File: src/hw/irq_params.svh
/*
  Addresses, field ranges and reset values of the local interrupt
  level, vector base and general pin control slice.
  Assumes a 32-bit AHB-Lite data path and whole-word accesses.
*/
`ifndef IRQ_PARAMS_SVH
`define IRQ_PARAMS_SVH

// ----------------------------------------------------------------
// Word addresses
// ----------------------------------------------------------------
`define A_LEVEL   32'hFFF40084
`define A_VECIO   32'hFFF40088
`define A_STATUS  32'hFFF40090
`define A_MASK    32'hFFF40094

// ----------------------------------------------------------------
// Field ranges
// ----------------------------------------------------------------
`define F_LVL1    2:0
`define F_LVL2    6:4
`define F_LVL3    10:8
`define F_LVL4    14:12
`define F_LEVEL   15:0
`define F_VBASE   31:24
`define F_VBR0    31:28
`define F_VBR1    27:24
`define B_MASTER_INTERRUPT_ENABLE    23
`define B_SYSTEM_FAIL_STATUS   22
`define B_POWER_FAIL_STATUS    21
`define B_ABRT    20
`define F_OEN     19:16
`define F_OUT     15:12
`define F_IN      11:8
`define F_EVT     2:0

// ----------------------------------------------------------------
// Masks, reset values, event bits
// ----------------------------------------------------------------
`define M_LEVEL   16'h7777
`define R_LEVEL   16'h0000
`define R_VBASE   8'h00
`define R_NIBBLE  4'h0
`define R_EVT     3'h0
`define E_ABRT    0
`define E_POWER_FAIL_STATUS    1
`define E_SYSTEM_FAIL_STATUS   2
`define HTRANS_NS 1
`define NO_SRC    3'h0

`endif

File: src/hw/irq_pkg.sv
/*
  Types shared by the interrupt level and pin control slice.
  Assumes irq_params.svh supplies every address and field.
*/
`default_nettype none

package irq_pkg;

  typedef enum logic [1:0] {
    PH_IDLE = 2'b00,
    PH_DATA = 2'b01
  } phase_t;

  typedef struct packed {
    logic [31:0] addr;
    logic        write;
  } ahb_cmd_t;

  typedef struct packed {
    logic       abort;
    logic       acfail;
    logic       sysfail;
    logic [3:0] pins;
  } line_sample_t;

  typedef logic [2:0] level_t;

endpackage

`default_nettype wire

File: src/hw/level_select.sv
/*
  Picks the highest local level among pending bus requests.
  Assumes pending inputs already synchronous; purely combinational.
*/
`timescale 1ns/1ns
`default_nettype none

module level_select (
  // Requests and their programmed levels
  input  wire logic [3:0]      pending,
  input  wire logic [15:0]     levels,
  input  wire logic            enable,
  // Winner
  output irq_pkg::level_t      level,
  output logic [2:0]           source
);

  // ----------------------------------------------------------------
  // Priority search
  // ----------------------------------------------------------------
  // Level zero means the request is parked; ties go to the higher request
  always_comb begin
    irq_pkg::level_t lv;
    lv     = 3'h0;
    level  = 3'h0;
    source = 3'h0;
    for (int i = 0; i < 4; i++) begin
      lv = levels[i*4 +: 3];
      if (enable && pending[i] && lv != 3'h0 && lv >= level) begin
        level  = lv;
        source = 3'(i + 1);
      end
    end
  end

endmodule

`default_nettype wire

File: src/hw/irq_level_vector_io_control.sv
/*
  Interrupt level, vector base, master enable and general pin control
  behind an AHB-Lite slave, with sticky line events and one irq line.
  Assumes one clock, synchronous inputs and single whole-word transfers.
*/
// Our own choice: the AHB-Lite slave port.
// Summary of operation
// - Bits 8-15 of the level word hold read/write levels for bus requests 3 and 4.
// - Bits 0-7 of the level word hold read/write levels for bus requests 1 and 2.
// - The top byte of the vector word holds two read/write four-bit base vectors, reset zero.
// - Bits 16-19 set each general pin to output when one, input when zero, reset zero.
// - Bit 20 reads one while the abort button is held down.
// - Bit 21 reads one while the power fail line is asserted.
// - Bit 22 reads one while the system fail line is asserted.
// - Bit 23 is the master enable; while zero every interrupt is masked; resets zero.
// - Bits 12-15 drive the pin output values, bits 8-11 read back the pin samples.
`timescale 1ns/1ns
`default_nettype none
`include "irq_params.svh"

module irq_level_vector_io_control (
  // Clock and reset
  input  wire logic        hclk,
  input  wire logic        hresetn,
  // AHB-Lite slave
  input  wire logic        hsel,
  input  wire logic [31:0] haddr,
  input  wire logic [1:0]  htrans,
  input  wire logic        hwrite,
  input  wire logic [2:0]  hsize,
  input  wire logic        hready,
  input  wire logic [31:0] hwdata,
  output logic      [31:0] hrdata,
  output logic             hreadyout,
  output logic             hresp,
  // Bus requests and status lines
  input  wire logic [3:0]  bus_req,
  input  wire logic        abort_pressed,
  input  wire logic        acfail_active,
  input  wire logic        sysfail_active,
  // Local interrupt
  output logic             irq,
  output logic      [2:0]  local_level,
  output logic      [7:0]  local_vector,
  // General pins
  input  wire logic [3:0]  pin_in,
  output logic      [3:0]  pin_out,
  output logic      [3:0]  pin_oe
);

  // ----------------------------------------------------------------
  // Helpers
  // ----------------------------------------------------------------
  function automatic logic hit(input logic [31:0] a, input logic [31:0] off);
    hit = (a == off);
  endfunction

  // ----------------------------------------------------------------
  // Bus phase tracking
  // ----------------------------------------------------------------
  irq_pkg::phase_t       phase_r, phase_nxt;
  irq_pkg::ahb_cmd_t     cmd_r, cmd_nxt;
  logic [31:0]           rdata_r, rdata_nxt;
  logic                  ready_r, ready_nxt;
  logic                  take;
  logic                  wr_en;
  logic [31:0]           rd_val;

  // Configuration and state
  logic [15:0]           level_r, level_nxt;
  logic [7:0]            vbase_r, vbase_nxt;
  logic [3:0]            oen_r, oen_nxt;
  logic [3:0]            out_r, out_nxt;
  logic                  master_interrupt_enable_r, master_interrupt_enable_nxt;
  logic [2:0]            status_r, status_nxt;
  logic [2:0]            mask_r, mask_nxt;
  irq_pkg::line_sample_t smp_r, smp_nxt;
  irq_pkg::line_sample_t prev_r;
  logic [2:0]            evt;

  // Outputs
  logic                  irq_r, irq_nxt;
  irq_pkg::level_t       lvl_r, lvl_nxt;
  logic [7:0]            vec_r, vec_nxt;
  irq_pkg::level_t       win_level;
  logic [2:0]            win_src;

  // Size is ignored: only whole-word transfers are expected
  assign take  = hsel && hready && htrans[`HTRANS_NS];
  assign wr_en = (phase_r == irq_pkg::PH_DATA) && cmd_r.write;

  // One wait state lets a write settle before a following read
  always_comb begin
    phase_nxt = phase_r;
    cmd_nxt   = cmd_r;
    rdata_nxt = rdata_r;
    ready_nxt = ready_r;
    case (phase_r)
      irq_pkg::PH_IDLE: begin
        if (take) begin
          phase_nxt     = irq_pkg::PH_DATA;
          cmd_nxt.addr  = haddr;
          cmd_nxt.write = hwrite;
          ready_nxt     = 1'b0;
        end
      end
      irq_pkg::PH_DATA: begin
        phase_nxt = irq_pkg::PH_IDLE;
        ready_nxt = 1'b1;
        rdata_nxt = cmd_r.write ? 32'h0000_0000 : rd_val;
      end
      default: begin
        phase_nxt = irq_pkg::PH_IDLE;
        ready_nxt = 1'b1;
      end
    endcase
  end

  always_ff @(posedge hclk or negedge hresetn) begin
    if (!hresetn) begin
      phase_r <= irq_pkg::PH_IDLE;
      cmd_r   <= '0;
      rdata_r <= 32'h0000_0000;
      ready_r <= 1'b1;
    end else begin
      phase_r <= phase_nxt;
      cmd_r   <= cmd_nxt;
      rdata_r <= rdata_nxt;
      ready_r <= ready_nxt;
    end
  end

  // ----------------------------------------------------------------
  // Read mux
  // ----------------------------------------------------------------
  // Unmapped addresses read zero and answer OKAY
  always_comb begin
    rd_val = 32'h0000_0000;
    if (hit(cmd_r.addr, `A_LEVEL)) begin
      rd_val[`F_LEVEL] = level_r;
    end else if (hit(cmd_r.addr, `A_VECIO)) begin
      rd_val[`F_VBASE] = vbase_r;
      rd_val[`B_MASTER_INTERRUPT_ENABLE]  = master_interrupt_enable_r;
      rd_val[`B_SYSTEM_FAIL_STATUS] = smp_r.sysfail;
      rd_val[`B_POWER_FAIL_STATUS]  = smp_r.acfail;
      rd_val[`B_ABRT]  = smp_r.abort;
      rd_val[`F_OEN]   = oen_r;
      rd_val[`F_OUT]   = out_r;
      rd_val[`F_IN]    = smp_r.pins;
    end else if (hit(cmd_r.addr, `A_STATUS)) begin
      rd_val[`F_EVT] = status_r;
    end else if (hit(cmd_r.addr, `A_MASK)) begin
      rd_val[`F_EVT] = mask_r;
    end
  end

  // ----------------------------------------------------------------
  // Line sampling and events
  // ----------------------------------------------------------------
  always_comb begin
    smp_nxt.abort   = abort_pressed;
    smp_nxt.acfail  = acfail_active;
    smp_nxt.sysfail = sysfail_active;
    smp_nxt.pins    = pin_in;
    evt[`E_ABRT]    = smp_r.abort && !prev_r.abort;
    evt[`E_POWER_FAIL_STATUS]    = smp_r.acfail && !prev_r.acfail;
    evt[`E_SYSTEM_FAIL_STATUS]   = smp_r.sysfail && !prev_r.sysfail;
  end

  // Pin samples have no defined reset value; zero is as good as any
  always_ff @(posedge hclk or negedge hresetn) begin
    if (!hresetn) begin
      smp_r  <= '0;
      prev_r <= '0;
    end else begin
      smp_r  <= smp_nxt;
      prev_r <= smp_r;
    end
  end

  // ----------------------------------------------------------------
  // Configuration registers
  // ----------------------------------------------------------------
  always_comb begin
    level_nxt  = level_r;
    vbase_nxt  = vbase_r;
    oen_nxt    = oen_r;
    out_nxt    = out_r;
    master_interrupt_enable_nxt   = master_interrupt_enable_r;
    mask_nxt   = mask_r;
    status_nxt = status_r;
    if (wr_en && hit(cmd_r.addr, `A_LEVEL)) begin
      level_nxt = hwdata[`F_LEVEL] & `M_LEVEL;
    end
    if (wr_en && hit(cmd_r.addr, `A_VECIO)) begin
      vbase_nxt = hwdata[`F_VBASE];
      master_interrupt_enable_nxt  = hwdata[`B_MASTER_INTERRUPT_ENABLE];
      oen_nxt   = hwdata[`F_OEN];
      out_nxt   = hwdata[`F_OUT];
    end
    if (wr_en && hit(cmd_r.addr, `A_MASK)) begin
      mask_nxt = hwdata[`F_EVT];
    end
    if (wr_en && hit(cmd_r.addr, `A_STATUS)) begin
      status_nxt = status_r & ~hwdata[`F_EVT];
    end
    // A new event beats a clear in the same cycle
    status_nxt = status_nxt | evt;
  end

  always_ff @(posedge hclk or negedge hresetn) begin
    if (!hresetn) begin
      level_r  <= `R_LEVEL;
      vbase_r  <= `R_VBASE;
      oen_r    <= `R_NIBBLE;
      out_r    <= `R_NIBBLE;
      master_interrupt_enable_r   <= 1'b0;
      mask_r   <= `R_EVT;
      status_r <= `R_EVT;
    end else begin
      level_r  <= level_nxt;
      vbase_r  <= vbase_nxt;
      oen_r    <= oen_nxt;
      out_r    <= out_nxt;
      master_interrupt_enable_r   <= master_interrupt_enable_nxt;
      mask_r   <= mask_nxt;
      status_r <= status_nxt;
    end
  end

  // ----------------------------------------------------------------
  // Level selection and outputs
  // ----------------------------------------------------------------
  level_select u_sel (
    .pending (bus_req),
    .levels  (level_r),
    .enable  (master_interrupt_enable_r),
    .level   (win_level),
    .source  (win_src)
  );

  // Vector low nibble names the winning request; zero when none
  always_comb begin
    lvl_nxt = win_level;
    vec_nxt = {vbase_r[7:4], 1'b0, win_src};
    irq_nxt = master_interrupt_enable_r && |(status_r & mask_r);
  end

  always_ff @(posedge hclk or negedge hresetn) begin
    if (!hresetn) begin
      lvl_r <= 3'h0;
      vec_r <= 8'h00;
      irq_r <= 1'b0;
    end else begin
      lvl_r <= lvl_nxt;
      vec_r <= vec_nxt;
      irq_r <= irq_nxt;
    end
  end

  assign hrdata       = rdata_r;
  assign hreadyout    = ready_r;
  assign hresp        = 1'b0;
  assign irq          = irq_r;
  assign local_level  = lvl_r;
  assign local_vector = vec_r;
  assign pin_oe       = oen_r;
  assign pin_out      = out_r;
endmodule

`default_nettype wire

File: config.mk
export PLATFORM = sky130hd
export DESIGN_NAME = irq_level_vector_io_control
export DESIGN_NICKNAME = d
export VERILOG_FILES = /design/src/hw/irq_pkg.sv /design/src/hw/level_select.sv /design/src/hw/irq_level_vector_io_control.sv
export VERILOG_INCLUDE_DIRS = /design/src /design/src/hw
export SDC_FILE = /design/constraint.sdc
export NUM_CORES = 1
export LEC_CHECK = 0
export ABC_AREA = 0
export BUFFER_PORTS_ARGS = -buffer_cell sky130_fd_sc_hd__buf_2
export CAP_MARGIN = 20
export CELL_PAD_IN_SITES_DETAIL_PLACEMENT = 1
export CELL_PAD_IN_SITES_GLOBAL_PLACEMENT = 1
export CORE_UTILIZATION = 38
export DETAILED_ROUTE_END_ITERATION = 7
export GPL_TIMING_DRIVEN = 0
export PLACE_DENSITY = 0.72
export SLEW_MARGIN = 40
export SYNTH_ARGS = -nofsm -noshare
export SYNTH_HDL_FRONTEND = slang
export SYNTH_SLANG_ARGS = --single-unit
File: constraint.sdc
create_clock -name hclk -period 6.1 [get_ports hclk]
set_input_delay 0.915 -clock hclk [delete_from_list [all_inputs] [get_ports hclk]]
set_output_delay 0.915 -clock hclk [all_outputs]
set_load 0.005 [all_outputs]
==> flow_summary.yaml <==
place:
  dpl_cell_area_um2: 5920
  io_buffers: 124
  hpwlAfterDp_mm: 9.29
  place.gp.congestion: 0.812
floorplanning:
  io_pins: 139
  die_h_um: 117
  die_area_um2: 13700
  core-area_um2: 12800
  start_util_pct: 39.3
  num_rows: 41
  dieWidth_um: 117
clocking:
  cts_setup_buffers: 0
  cts_tree: "yes"
  cts_root_buffer: "clkbuf_16"
  cts.repair.resized: 0
  clkLatencyLatePin_ns: 0.41
  clock_path_buffers: 2
  h-tree-depth: 4
  cts_buffers: 17
  cts_hold_buf: 0
  path_clk_slew_ns: 0.05
  clock-sinks: 121
power:
  total_power_uw: 2160
  vdd_drop_max_uv: 199
  power.density_nw_per_um2: 328
  power_leakage_uw: 0.00332
sta:
  tns_ns: 0
  skew_ns: 0.0102
  rsz0062_at_grt: "no"
  slew_violations: 0
  hold_violations: 0
  setup_violations: 0
  worst_pin_slew_ns: 0.703
  post-route-period-util_pct: 78.1
  finalCriticalPeriod_ns: 4.77
  fmax_ghz: 0.210
  relSlewSlack_pct: 52.9
grt:
  grt_pass1_wl_mm: 20.5
  grt_max_degree: 74
  overflow: 0
  grt_pass1_vias: 4097
  gr-usage-all-layers_pct: 20.3
  antenna_found_initial: 0
worst_hold_path:
  hp-class: "reg2reg"
  hold_start: "vbase_r[7]"
  min_path_cells: 0
  whs_endpoint: "local_vector[7]"
yosys:
  ys.flop_type: "dfrtp_1"
  seq_area_frac_synth_pct: 60.3
  synth_cell_types: 53
  synth_edf_count: 0
  synth.avg_cell_area_um2: 11.7
  mappedNetlistArea_um2: 5020
  yosysWarnings: 0
  ys_ff_latch: 121
  synthArstFlopShare_pct: 100
  postSynthCellCount: 430
critical_path:
  worstReg2RegStart: "master_interrupt_enable_r"
  path_class: "reg2reg"
  endpoint_kind: "flop"
  arrival_ns: 5.05
  ff2ff_setup_slack_ns: 1.33
  critPathMaxFanout: 10
  reg2reg_to: "local_level[1]"
  required_ns: 6.38
  r2r_cells: 18
  critPathLaunchType: "flop"
finish:
  fillerInstances: 1419
  diodes: 0
  area_growth_pct: 30.7
  final_net_count: 671
  final_cell_mix: "124 x buf_2, 120 x dfrtp_1, 100 x nand2_1, 23 x mux2_2, 21 x a22o_1"
  final_common_cell: "buf_2"
  drive_above_1_share_pct: 35.1
  fin_area_um2: 6570
status:
  outcome: "finished clean"
detailed_routing:
  dr.pass1.iters: 4
  vias_per_cell: 5.02
  wire_per_inst_um: 16.9
  drt_iter0_drc: 171
  top_layer_used: "met4"
  m1WireLength_mm: 5.48
  wl_met3_um: 473
  ant_nets: 0
  drt_wl_total_mm: 12.9
  drc_errors: 0
  vias: 3823
  wl_met2_mm: 6.70
job:
  maxCapViolCount: 0
[metal layers]
metal  global-route usage [%]  up-vias
li1                         -     1802
met1                     25.0     1908
met2                     34.8       95
met3                     5.36       18
met4                     6.84        0
met5                        0        -
[metrics by stage]
step	std cells	utilization [%]	hold slack [ns]	setup slack, ns
detailed placement	730	46.4	0.392	1.03
finish	762	51.4	0.404	1.33
global route	762	51.4	0.421	0.844
floorplan	433	-	0.370	1.53
CTS	762	51.4	0.396	1.29
global placement	729	46.0	0.386	0.938
[worst max path at each step]
stage,startpoint,end,cells after the start
after floorplan,bus_req[0],local_level[0],16
after global placement,bus_req[0],local_level[0],17
after detailed placement,bus_req[0],local_level[1],18
after CTS,master_interrupt_enable_r,local_level[1],18
after global routing,master_interrupt_enable_r,local_level[1],18
final,master_interrupt_enable_r,local_level[1],18
[cells by family (layout without fill, tap and decap cells)]
family          Yosys count  after routing  share of synthesized area [%]
fa+ha+maj                 9              9                           2.24
mux                      33             33                           8.14
simple gates            165            165                           15.7
other cells               1              4                         0.0746
compound gates           67             67                           10.2
buf+inv                  34            191                           3.34
flops                   121            121                           60.3
[cell type report]
type / instances / area [um2] / area share (%)
buffer: 19 / 111 / 1.70
sequential: 121 / 3030 / 46.1
clock buffer: 22 / 474 / 7.22
multi-input combinational: 278 / 1860 / 28.3
clock inverter: 10 / 166 / 2.53
timing repair buffer: 125 / 658 / 10.0
tap: 172 / 215 / 3.28
inverter: 15 / 56.3 / 0.857
[worst max-delay path, cell delays in order (launching register included)]
cell and delay, ns:
dfrtp_1 0.32, clkbuf_1 0.37, nand3_1 0.19, ha_1 0.33, nand2_1 0.05, o21ai_0 0.40
a21boi_0 0.22, or2_2 0.34, ha_1 0.27, nor2b_1 0.11, o21ai_0 0.14, and2_1 0.18
o31a_1 0.32, ha_1 0.27, nand2b_1 0.09, a211oi_1 0.07, nor3_2 0.48, nor2_1 0.13
a221oi_1 0.34
[state kept, by name (all words and copies together) (netlist names)]
| name | count |
|---|---|
| cmd_r | 33 |
| hrdata | 30 |
| hreadyout | 1 |
| irq | 1 |
| level_r | 12 |
| local_level | 3 |
| local_vector | 7 |
| mask_r | 3 |
| master_interrupt_enable_r | 1 |
| phase_r | 1 |
| pin_oe | 4 |
| pin_out | 4 |
| prev_r | 3 |
| smp_r | 7 |
| status_r | 3 |
| vbase_r | 8 |
[cell usage after synthesis (2+ instances only)]
cell	n	area, um2
a21o_1	2	15.0
a21oi_1	7	35.0
a221o_1	9	90.1
a221oi_1	2	17.5
a22o_1	21	184
and2_1	2	12.5
and3_1	2	12.5
buf_1	2	7.51
buf_4	4	30.0
clkbuf_1	10	37.5
dfrtp_1	120	3000
ha_1	9	113
inv_1	13	48.8
mux2_2	23	259
mux2_4	10	150
nand2_1	100	375
nand3_1	5	25.0
nand4_1	6	37.5
nand4b_1	4	35.0
nor2_1	10	37.5
nor2b_1	8	50.1
nor3_1	10	50.1
nor4_1	2	12.5
o21a_1	2	15.0
o21ai_0	13	65.1
o41ai_1	3	26.3
or2_2	3	18.8
or3_1	2	12.5
or4_4	2	22.5
[report_power, final]
part           internal, uW  total [uW]  switching, uW
logic                  80.6         178           97.8
clock network           716        1070            356
registers               865         906           40.4
(Power assumes the default switching activity.)
